`src/icot_map.svh`:
```
// constants for the input capture and overflow timer
`ifndef ICOT_MAP_SVH
`define ICOT_MAP_SVH
`define ICOT_CNT_W        16
`define ICOT_CNT_RST      16'h0000
`define ICOT_CNT_MAX      16'hffff
`define ICOT_CNT_ONE      16'h0001
`define ICOT_NUM_IC       3
`define ICOT_NUM_OC       5
`define ICOT_TOF_BIT      7
`define ICOT_CAPTURE1_FLAG_BIT     2
`define ICOT_IC1_MASK_BIT 2
`define ICOT_TOI_BIT      7
`define ICOT_EDG1_HI_BIT  5
`define ICOT_EDG1_LO_BIT  4
`define ICOT_TIMER_NS     500
`define ICOT_CLK_NS       20
`define ICOT_PRESCALE     1
`define ICOT_TICK_CYC     (`ICOT_TIMER_NS / `ICOT_CLK_NS)
`define ICOT_TICK_W       5
`define ICOT_IC_LOW_BIT   0
`define ICOT_ICF_RST      8'h00
`endif

```
`src/icot_pkg.sv`:
```
// types for the input capture and overflow timer
package icot_pkg;
  typedef enum logic [1:0] {
    ICOT_EDGE_OFF,
    ICOT_EDGE_RISE,
    ICOT_EDGE_FALL,
    ICOT_EDGE_ANY
  } icot_edge_t;

  typedef struct packed {
    logic [4:0]  tick_reg;
    logic [15:0] count_reg;
    logic        tof_reg;
    logic [2:0]  icf_reg;
    logic [2:0]  pin_reg;
  } icot_state_t;
endpackage

```
`src/icot_timer.sv`:
```
// free running timer with three input captures and an overflow flag
// Function
// - one shared free-running 16-bit counter for all channels.
// - counter advances once per timer tick, one count per 500 ns.
// - counter wrap sets overflow flag; it stays until software clears.
// - selected edge latches counter and sets capture flag, independent of overflow.
// - overflow interrupt ranks below every capture interrupt.
// - three captures work independently on the one counter and overflow.
// - edge select 0:1 on channel 1 captures rising edges only.
// - writing one to flags-2 bit 7 clears overflow; zero leaves it.
// - mask-1 bit 2 enables channel 1 capture interrupt.
// - mask-2 bit 7 enables overflow interrupt.
// - writing one to flags-1 bit 2 clears channel 1 flag; zeros untouched.
`timescale 1ns/10ps
`default_nettype none
`include "icot_map.svh"
module icot_timer (
  input  wire logic                   clk_sys,
  input  wire logic                   nrst,
  input  wire logic                   ce,
  input  wire logic [2:0]             capture_pin,
  input  wire logic [7:0]             timer_control_2,
  input  wire logic [7:0]             timer_int_mask_1,
  input  wire logic [7:0]             timer_int_mask_2,
  input  wire logic                   flags_1_wr,
  input  wire logic [7:0]             flags_1_wdata,
  input  wire logic                   flags_2_wr,
  input  wire logic [7:0]             flags_2_wdata,
  output logic [`ICOT_CNT_W-1:0]      timer_count,
  output logic [`ICOT_CNT_W-1:0]      capture_value_1,
  output logic [`ICOT_CNT_W-1:0]      capture_value_2,
  output logic [`ICOT_CNT_W-1:0]      capture_value_3,
  output logic [7:0]                  timer_flags_1,
  output logic [7:0]                  timer_flags_2,
  output logic                        irq_req,
  output logic [1:0]                  irq_source
);
  localparam logic [`ICOT_TICK_W-1:0] TICK_LAST = `ICOT_TICK_W'(`ICOT_TICK_CYC - 1);

  icot_pkg::icot_state_t st_reg;
  icot_pkg::icot_state_t st_next;
  logic [2:0]            hit;
  logic [2:0]            ic_clr;
  logic [2:0]            ic_en;
  logic [2:0]            icf_set;
  logic [2:0]            icf_clr;
  logic [`ICOT_CNT_W-1:0] cap [3];
  logic                  tick;
  logic                  wrap;
  logic                  tof_clr;

  genvar gi;
  generate
    for (gi = 0; gi < `ICOT_NUM_IC; gi = gi + 1) begin : g_ic
      icot_capture_ch u_ch (
        .clk_sys       (clk_sys),
        .nrst          (nrst),
        .ce            (ce),
        .edge_sel      (timer_control_2[`ICOT_EDG1_LO_BIT-2*gi+1 -: 2]),
        .pin_now       (capture_pin[gi]),
        .pin_prev      (st_reg.pin_reg[gi]),
        .count         (st_reg.count_reg),
        .hit           (hit[gi]),
        .capture_value (cap[gi])
      );
      // channel flags live at bits 2,1,0 of flags 1, enables likewise in mask 1
      assign ic_clr[gi] = flags_1_wr & flags_1_wdata[`ICOT_CAPTURE1_FLAG_BIT-gi];
      assign ic_en[gi]  = timer_int_mask_1[`ICOT_IC1_MASK_BIT-gi];
      // flag bit of channel gi sits at the same position as its clear bit
      assign icf_set[`ICOT_CAPTURE1_FLAG_BIT-gi] = hit[gi];
      assign icf_clr[`ICOT_CAPTURE1_FLAG_BIT-gi] = ic_clr[gi];
    end
  endgenerate

  // one count per 500 ns with divide-by-one prescale
  assign tick = (st_reg.tick_reg == TICK_LAST);
  assign wrap = tick && (st_reg.count_reg == `ICOT_CNT_MAX);
  // only a one in bit 7 clears the overflow flag
  assign tof_clr = flags_2_wr & flags_2_wdata[`ICOT_TOF_BIT];

  always_comb begin
    st_next = st_reg;
    st_next.pin_reg = capture_pin;
    st_next.tick_reg = tick ? '0 : st_reg.tick_reg + `ICOT_TICK_W'(1);
    // counter free-runs regardless of captures and clears
    if (tick) begin
      st_next.count_reg = st_reg.count_reg + `ICOT_CNT_ONE;
    end
    // wrap sets flag, set wins over clear
    st_next.tof_reg = wrap | (st_reg.tof_reg & ~tof_clr);
    st_next.icf_reg = icf_set | (st_reg.icf_reg & ~icf_clr);
  end

  always_ff @(posedge clk_sys) begin
    if (!nrst) begin
      st_reg <= '0;
    end else if (ce) begin
      st_reg <= st_next;
    end
  end

  assign timer_count     = st_reg.count_reg;
  assign capture_value_1 = cap[0];
  assign capture_value_2 = cap[1];
  assign capture_value_3 = cap[2];
  assign timer_flags_1   = {5'h00, st_reg.icf_reg};
  assign timer_flags_2   = {st_reg.tof_reg, 7'h00};

  // captures ranked above overflow; channel 1 highest
  always_comb begin
    irq_req    = 1'b0;
    irq_source = 2'h0;
    if (st_reg.icf_reg[2] && ic_en[0]) begin
      irq_req    = 1'b1;
      irq_source = 2'h1;
    end else if (st_reg.icf_reg[1] && ic_en[1]) begin
      irq_req    = 1'b1;
      irq_source = 2'h2;
    end else if (st_reg.icf_reg[0] && ic_en[2]) begin
      irq_req    = 1'b1;
      irq_source = 2'h3;
    end else if (st_reg.tof_reg && timer_int_mask_2[`ICOT_TOI_BIT]) begin
      irq_req    = 1'b1;
      irq_source = 2'h0;
    end
  end

  tick_period_a: assert property (@(posedge clk_sys) disable iff (!nrst)
    (ce && tick) |=> (st_reg.tick_reg == 5'h00) ##0 (!tick [*1]))
    else $error("timer tick period wrong");
  count_step_a: assert property (@(posedge clk_sys) disable iff (!nrst)
    (ce && tick) |=> (st_reg.count_reg == $past(st_reg.count_reg) + 16'h0001))
    else $error("counter did not advance on tick");
  count_hold_a: assert property (@(posedge clk_sys) disable iff (!nrst)
    (ce && !tick) |=> $stable(st_reg.count_reg))
    else $error("counter moved without tick");
  tof_set_a: assert property (@(posedge clk_sys) disable iff (!nrst)
    (ce && wrap) |=> (timer_flags_2[7] && timer_count == 16'h0000))
    else $error("overflow flag not set on wrap");
  tof_clear_a: assert property (@(posedge clk_sys) disable iff (!nrst)
    (ce && st_reg.tof_reg && !wrap && flags_2_wr && !flags_2_wdata[7]) |=> st_reg.tof_reg)
    else $error("overflow flag cleared by zero write");
  rise_only_a: assert property (@(posedge clk_sys) disable iff (!nrst)
    (ce && timer_control_2[5:4] == 2'b01 && !capture_pin[0] && st_reg.pin_reg[0]
      && !st_reg.icf_reg[2]) |=> !st_reg.icf_reg[2])
    else $error("channel 1 captured on falling edge");
  ic1_set_a: assert property (@(posedge clk_sys) disable iff (!nrst)
    (ce && hit[0]) |=> (timer_flags_1[2] && capture_value_1 == $past(timer_count)))
    else $error("channel 1 flag or value missing");
  ic1_clear_a: assert property (@(posedge clk_sys) disable iff (!nrst)
    (ce && flags_1_wr && flags_1_wdata[2] && !hit[0]) |=> !timer_flags_1[2])
    else $error("channel 1 flag not cleared");
  ic1_irq_a: assert property (@(posedge clk_sys) disable iff (!nrst)
    (timer_flags_1[2] && timer_int_mask_1[2]) |-> (irq_req && irq_source == 2'h1))
    else $error("channel 1 interrupt missing");
  tof_irq_a: assert property (@(posedge clk_sys) disable iff (!nrst)
    (timer_flags_2[7] && timer_int_mask_2[7]) |-> irq_req)
    else $error("overflow interrupt missing");
  prio_a: assert property (@(posedge clk_sys) disable iff (!nrst)
    (irq_source == 2'h0 && irq_req) |-> !(|(st_reg.icf_reg & {ic_en[0], ic_en[1], ic_en[2]})))
    else $error("overflow vectored over capture");

  // overflow flag: a one clears it, otherwise it holds
  tof_clr_one_a: assert property (@(posedge clk_sys) disable iff (!nrst)
    (ce && tof_clr && !wrap) |=> !timer_flags_2[7])
    else $error("overflow flag not cleared by one write");

  tof_hold_a: assert property (@(posedge clk_sys) disable iff (!nrst)
    (ce && st_reg.tof_reg && !tof_clr) |=> st_reg.tof_reg)
    else $error("overflow flag dropped without clear");

  // clock enable low freezes every state bit
  state_freeze_a: assert property (@(posedge clk_sys) disable iff (!nrst)
    (!ce) |=> $stable(st_reg))
    else $error("state moved while clock enable low");

  // no request when nothing enabled is pending
  irq_idle_a: assert property (@(posedge clk_sys) disable iff (!nrst)
    (!(|(st_reg.icf_reg & {ic_en[0], ic_en[1], ic_en[2]}))
      && !(st_reg.tof_reg && timer_int_mask_2[7])) |-> !irq_req)
    else $error("interrupt request with nothing pending");

  // overflow alone vectors to source zero
  tof_source_a: assert property (@(posedge clk_sys) disable iff (!nrst)
    (!(|(st_reg.icf_reg & {ic_en[0], ic_en[1], ic_en[2]}))
      && st_reg.tof_reg && timer_int_mask_2[7]) |-> (irq_req && irq_source == 2'h0))
    else $error("overflow request has wrong source");

  // every channel obeys the same flag and latch rules
  generate
    for (gi = 0; gi < `ICOT_NUM_IC; gi = gi + 1) begin : g_ic_chk
      ch_flag_set_a: assert property (@(posedge clk_sys) disable iff (!nrst)
        (ce && hit[gi]) |=> timer_flags_1[`ICOT_CAPTURE1_FLAG_BIT-gi])
        else $error("capture flag not set on edge");

      ch_flag_clr_a: assert property (@(posedge clk_sys) disable iff (!nrst)
        (ce && ic_clr[gi] && !hit[gi]) |=> !timer_flags_1[`ICOT_CAPTURE1_FLAG_BIT-gi])
        else $error("capture flag not cleared by write");

      ch_flag_hold_a: assert property (@(posedge clk_sys) disable iff (!nrst)
        (ce && !ic_clr[gi] && timer_flags_1[`ICOT_CAPTURE1_FLAG_BIT-gi])
          |=> timer_flags_1[`ICOT_CAPTURE1_FLAG_BIT-gi])
        else $error("capture flag lost without clear");

      ch_value_a: assert property (@(posedge clk_sys) disable iff (!nrst)
        (ce && hit[gi]) |=> (cap[gi] == $past(timer_count)))
        else $error("captured value differs from counter");

      ch_keep_a: assert property (@(posedge clk_sys) disable iff (!nrst)
        (ce && !hit[gi]) |=> $stable(cap[gi]))
        else $error("captured value moved without edge");

      ch_count_a: assert property (@(posedge clk_sys) disable iff (!nrst)
        (ce && hit[gi] && tick) |=> (timer_count == $past(timer_count) + 16'h0001))
        else $error("counter disturbed by capture");
    end
  endgenerate
endmodule
`default_nettype wire

```
`src/icot_capture_ch.sv`:
```
// one input capture channel: edge detect, latch and flag-set hit pulse
`timescale 1ns/10ps
`default_nettype none
`include "icot_map.svh"
module icot_capture_ch (
  input  wire logic                   clk_sys,
  input  wire logic                   nrst,
  input  wire logic                   ce,
  input  wire logic [1:0]             edge_sel,
  input  wire logic                   pin_now,
  input  wire logic                   pin_prev,
  input  wire logic [`ICOT_CNT_W-1:0] count,
  output logic                        hit,
  output logic [`ICOT_CNT_W-1:0]      capture_value
);
  logic                   rise;
  logic                   fall;
  logic [`ICOT_CNT_W-1:0] cap_reg;
  logic [`ICOT_CNT_W-1:0] cap_next;

  assign rise = pin_now & ~pin_prev;
  assign fall = ~pin_now & pin_prev;

  always_comb begin
    case (icot_pkg::icot_edge_t'(edge_sel))
      icot_pkg::ICOT_EDGE_RISE: hit = rise;
      icot_pkg::ICOT_EDGE_FALL: hit = fall;
      icot_pkg::ICOT_EDGE_ANY:  hit = rise | fall;
      default:                  hit = 1'b0;
    endcase
    cap_next = hit ? count : cap_reg;
  end

  always_ff @(posedge clk_sys) begin
    if (!nrst) begin
      cap_reg <= `ICOT_CNT_RST;
    end else if (ce) begin
      cap_reg <= cap_next;
    end
  end

  assign capture_value = cap_reg;

  cap_latch_a: assert property (@(posedge clk_sys) disable iff (!nrst)
    (ce && hit) |=> (cap_reg == $past(count)))
    else $error("capture value does not match counter at edge");
endmodule
`default_nettype wire

```
`config.mk`:
```
export PLATFORM = sky130hd
export DESIGN_NAME = icot_timer
export DESIGN_NICKNAME = d
export VERILOG_FILES = /design/src/icot_pkg.sv /design/src/icot_timer.sv /design/src/icot_capture_ch.sv
export VERILOG_INCLUDE_DIRS = /design/src /design/src/src
export SDC_FILE = /design/constraint.sdc
export NUM_CORES = 1
export LEC_CHECK = 0
export ABC_AREA = 1
export BUFFER_PORTS_ARGS = -buffer_cell sky130_fd_sc_hd__buf_4
export CORE_ASPECT_RATIO = 1.1
export CORE_MARGIN = 5
export CORE_UTILIZATION = 46
export DETAILED_ROUTE_END_ITERATION = 12
export PLACE_DENSITY = 0.8
export SYNTH_ARGS = -nofsm -noshare
export SYNTH_HDL_FRONTEND = slang
export SYNTH_SLANG_ARGS = --single-unit
export TNS_END_PERCENT = 1
```
`constraint.sdc`:
```
create_clock -name clk_sys -period 1.3 [get_ports clk_sys]
set_input_delay 0.26 -clock clk_sys [delete_from_list [all_inputs] [get_ports clk_sys]]
set_output_delay 0.26 -clock clk_sys [all_outputs]
set_load 0.1 [all_outputs]
```
==> impl_metrics.toml, run 1 <==
[run_status]
status = "finished, violations left"
failed_checks = "setup timing"

[finish]
postLayoutCellArea_mm2 = 0.00545
fin_cells = 742
drive_gt1_share_pct = 41.0
multi_input_area_mm2 = 0.00198
antennaDiodeCount = 0
fin_util_pct = 65.2
fillers = 713
finalNetCount = 683
ff_latch_area_mm2 = 0.00156
area_growth_pct = 38.2
largest_reg_flops = 48

[synth]
synth_area_mm2 = 0.00395
synth_top_area_cell = "dfxtp_1"
postSynthCellCount = 536
yosys_register_bits = 76
avgSynthCellArea_um2 = 7.36
synth-warning-count = 0
synthTopCellsByArea = "dfxtp_1 (39%), nor2_2 (10%), nand2_1 (8.8%)"
synth_top_area_share_pct = 38.6
netlist-cell-type-count = 30
ys_seq_area_share_pct = 38.6

[route]
dr.pass1.iters = 5
viasPerCell = 5.01
drtIter0Drc = 196
totalWireLength_mm = 10.6
postRouteAntennaNets = 0
vias = 3719
drc_errors = 0
wl_per_cell_um = 14.2

[critical_path]
startpoint = "timer_flags_1[0]"
reg2regPathDepth = 8
crit_type = "flop to output port"
r2r_slack_ps = -80
crit_path_start_kind = "flop"
path_max_fanout = 3
crit_end = "irq_source[0]"
r2r-end = "g_ic[2].u_ch.capture_value[12]"
worstReg2RegStart = "st_reg[2]"
worst_ep_required_time_ps = 1040
cp-end-kind = "output port"
worstPathArrival_ps = 1200

[pwr]
powerDensity_mw_per_mm2 = 1230
ir_drop_uv = 604
leakagePower_nw = 2.40
total_power_mw = 6.69

[die]
core-area_mm2 = 0.00836
fp-row-count = 35
fp.dieArea_mm2 = 0.0105
die_w_um = 98.3
initial_core_util_pct = 47.2
die_y_um = 107
io_pins = 131

[clock_tree]
clock_path_buffers = 2
cts.sinks = 76
cts_root_buf = "clkbuf_8"
htree_levels = 3
clk_pin_slew_worst_paths_ps = 80
insertion_delay_ps = 360
cts_buffers = 9
postCtsHoldBufs = 0
cts_tree = "yes"

[sta]
min_period_ps = 1460
finalSetupViolations = 44
final_hold_viol_count = 0
setup_ws_ps = -156
rsz0062_at_grt = "true"
fmax_ghz = 0.687
skew_ps = 14.0
drv_slew = 0
fin_crit_sh_pct = 112
worst_hold_slack_ps = 179

[placed_design]
place.gp.congestion = 0.884
dp_cells = 724
dp_hpwl_mm = 7.35
placed_area_mm2 = 0.00475
port_buffers = 92

[worst_hold_path]
hold_depth = 3
hold_path_class = "primary input to flop"

[global_route]
grt_pass1_wl_mm = 16.8
grt_max_degree = 28
grt_usage_pct = 19.6
overflow = 0
grt_pass1_vias = 3541
antenna_found_initial = 0

[run]
cap_viol_max_count = 0
[what timing repair did]
item                                   in CTS  in global routing
setup buffers                               1                  1
setup endpoints to repair                  83                107
endpoints found under the hold margin       0                  0
pin swaps                                   4                  2
gates resized for setup                    83                 61
[cells in the mapped netlist (all sizes together)]
| master | n |
|---|---|
| clkinv | 1 |
| a21oi | 25 |
| inv | 48 |
| o211ai | 3 |
| buf | 49 |
| xor2 | 1 |
| o21ai | 8 |
| nand4 | 4 |
| xnor2 | 1 |
| nor3b | 1 |
| clkbuf | 2 |
| nor3 | 7 |
| dfxtp | 76 |
| conb | 1 |
| nand3 | 70 |
| nor2 | 132 |
| ha | 9 |
| nand2 | 98 |
[where the power goes]
part           switching (mW)  internal [mW]  total (mW)
Combinational            1.53          0.564        2.09
Sequential              0.109           2.45        2.56
Clock                   0.900           1.14        2.04
Total                    2.54           4.15        6.69
[worst min path at each step]
stage / startpoint / to / slack [ps]
final: capture_pin[1] / st_reg[1] / 180
after global routing: capture_pin[1] / st_reg[1] / 200
after CTS: capture_pin[1] / st_reg[1] / 170
after detailed placement: g_ic[2].u_ch.capture_value[9] / g_ic[2].u_ch.capture_value[9] / 460
after global placement: g_ic[0].u_ch.capture_value[5] / g_ic[0].u_ch.capture_value[5] / 460
after floorplan: capture_pin[2] / st_reg[2] / 410
[area by class of cell]
cell class	instances	share of cell area [%]
clock buffer	11	2.59
multi-input combinational	371	36.4
clock inverter	5	1.56
inverter	49	3.74
tap	111	2.55
sequential	76	28.6
timing repair buffer	119	24.6
[layer usage]
metal  wire, um  track usage, %
met1       4020            22.9
met2       5470            34.6
met3        756            4.68
met4        313            7.51
met5          0               0
[cells by family (layout without fill, tap and decap cells)]
family | Yosys count | in the layout | synth area share [%]
and+or+nand+nor | 312 | 312 | 38.7
other | 1 | 12 | 0.0951
buffers and inverters | 100 | 184 | 14.2
DFF | 76 | 76 | 38.6
AOI/OAI and AO/OA | 36 | 36 | 5.14
xor gates and xnor gates | 2 | 2 | 0.444
adders and majority gates | 9 | 9 | 2.85
[worst max-delay path, stage by stage, from the launching register on]
cell and delay (ps):
dfxtp_2 350, buf_4 140, nand3_1 90, nand2_2 90, buf_12 170
[layout by cell type, fill, tap and decap left out, types with 9 or more instances in the layout]
master	Yosys	routed
nand2_1	93	87
buf_8	3	10
buf_12	0	17
buf_6	2	43
nand2_2	3	9
buf_4	32	49
clkbuf_8	0	10
nor2_2	65	66
conb_1	1	12
dfxtp_2	0	17
dfxtp_1	76	55
nand3_1	69	67
a21oi_1	25	21
inv_1	44	41
nor2_1	62	59
[per-stage QoR]
| stage | setup TNS [ps] | setup slack [ps] |
|---|---|---|
| 2_1_floorplan | -1550 | -96.6 |
| 3_3_place_gp | -3780 | -100 |
| 3_5_place_dp | -5880 | -145 |
| 4_1_cts | -1330 | -155 |
| 5_1_grt | -6760 | -192 |
| 6_report | -1750 | -156 |
(Power assumes the default switching activity.)
==> run 2: changes to the inputs <==
- CORE_ASPECT_RATIO: 1.1 -> unset
==> run 2 against run 1 <==
The flow still finishes with violations (setup timing). Register-to-register slack improved by 30 ps. Critical path depth increased by 1. Count of clock-buffer cells in the layout fell by 1. Hold slack better by 8.9 ps. Flip-flop and latch count stayed put. First-iteration DRC count up 10%. Global-route usage increased by 1.5 points. Sequential power about the same. Setup slack worse by 23 ps. Power increased by 5.7%. Sequential share of layout area is 0.67 points lower. Via count is 1.6% higher. Largest cell class unchanged.
==> impl_metrics.toml, run 2 (synthesis results as in run 1) <==
[run_status]
status = "finished, violations left"
failed_checks = "setup timing"

[finish]
antennaDiodeCount = 0
drive_gt1_share_pct = 45.1
final_common_cell = "nand2_1"
area_growth_pct = 41.0
finalNetCount = 686
mostFrequentLayoutCells = "nand2_1 (80), nor2_2 (70), nand3_1 (64)"
largest_reg_flops = 48

[route]
viasPerCell = 5.11
postRouteAntennaNets = 0
drc_errors = 0
drtIter0Drc = 216
wl_per_cell_um = 15.1
vias = 3779
totalWireLength_mm = 11.2
dr.pass1.iters = 5

[pwr]
ir_drop_uv = 648
p_sw_share_pct = 36.4
p_int_mw = 4.50
powerDensity_mw_per_mm2 = 1270
total_power_mw = 7.08
leakagePower_nw = 2.44
switchingPower_mw = 2.58
pwr-share-comb_pct = 30.1
p_clk_share_pct = 33.7
seq_power_share_pct = 36.2

[sta]
fmax_ghz = 0.676
finalSetupViolations = 32
drv_slew = 0
min_period_ps = 1480
skew_ps = 6.08
rsz0062_at_grt = "true"
final_hold_viol_count = 0
setup_ws_ps = -180
fin_crit_sh_pct = 114
worst_hold_slack_ps = 188

[critical_path]
crit_path_start_kind = "flop"
cp-end-kind = "output port"
path_max_fanout = 2
crit_type = "flop to output port"
worst_ep_required_time_ps = 1040
worstPathArrival_ps = 1220

[clock_tree]
cts_root_buf = "clkbuf_8"
cts_buffers = 9
cts_tree = "yes"
cts.sinks = 76
insertion_delay_ps = 360
postCtsHoldBufs = 0
clk_pin_slew_worst_paths_ps = 80
clock_path_buffers = 2
htree_levels = 3

[placed_design]
place.gp.congestion = 0.851
port_buffers = 92
dp_hpwl_mm = 7.69

[die]
fp-row-count = 33
io_pins = 131
fp.dieArea_mm2 = 0.0105
core-area_mm2 = 0.00830
initial_core_util_pct = 47.5
die_w_um = 103
die_y_um = 103

[global_route]
antenna_found_initial = 0
grt_pass1_wl_mm = 17.4
grt_max_degree = 25
overflow = 0
grt_usage_pct = 21.2
grt_pass1_vias = 3509

[run]
cap_viol_max_count = 0

[worst_hold_path]
hold_path_class = "primary input to flop"
run 2: critical path, stage by stage, from the launching register on:
cell,delay [ps]
dfxtp_2,340
nand2_2,70
nand2_2,60
inv_2,50
a21oi_4,150
buf_12,190
run 2: worst paths after layout:
check / to / start / cells past startpoint / slack (ps)
setup / recovery: irq_source[1] / timer_flags_1[1] / 5 / -180
hold / removal: st_reg[0] / capture_pin[0] / 3 / 190
setup reg to reg: g_ic[1].u_ch.capture_value[4] / st_reg[1] / 9 / -50
hold reg to reg: g_ic[0].u_ch.capture_value[4] / g_ic[0].u_ch.capture_value[4] / 2 / 480
run 2: area by class of cell:
cell class                      count  area [um2]
Clock inverter                      6         136
Sequential cell                    76        1550
Clock buffer                       10         128
Timing Repair Buffer              122        1320
Multi-Input combinational cell    371        2090
Fill cell                         643        2740
Tap cell                          105         131
Inverter                           49         209
run 2: per-layer routing:
| metal | global-route usage [%] | vias up | wire length (um) |
|---|---|---|---|
| met2 | 37.0 | 141 | 5800 |
| met1 | 25.1 | 1778 | 4300 |
| met5 | 0 | - | 0 |
| met4 | 8.27 | 0 | 270 |
| li1 | - | 1835 | - |
| met3 | 4.74 | 25 | 781 |
run 2: timing repair:
| action | in CTS | in global routing |
|---|---|---|
| gates resized for setup | 99 | 63 |
| pin swaps | 5 | 8 |
| setup endpoints to repair | 92 | 104 |
| setup buffers | 2 | 0 |
run 2: per-stage QoR:
stage | instance area (um2) | setup slack, ps | utilization [%] | cells | TNS (ps)
4_1_cts | 5350 | -136 | 64.5 | 739 | -1180
5_1_grt | 5560 | -224 | 67.0 | 739 | -4590
2_1_floorplan | 4000 | -96.6 | - | 547 | -1550
3_3_place_gp | 4750 | -104 | 57.3 | 721 | -4250
6_report | 5560 | -180 | 67.0 | 739 | -1170
3_5_place_dp | 4750 | -167 | 57.3 | 721 | -7250
run 2: power groups by stage:
stage	clock [mW]	sequential (mW)	combinational [mW]
2_1_floorplan	0	3.34	0.825
3_3_place_gp	0	2.59	1.93
3_5_place_dp	0	2.60	1.96
4_1_cts	2.40	2.55	2.06
5_1_grt	2.53	2.58	2.23
6_report	2.39	2.56	2.13
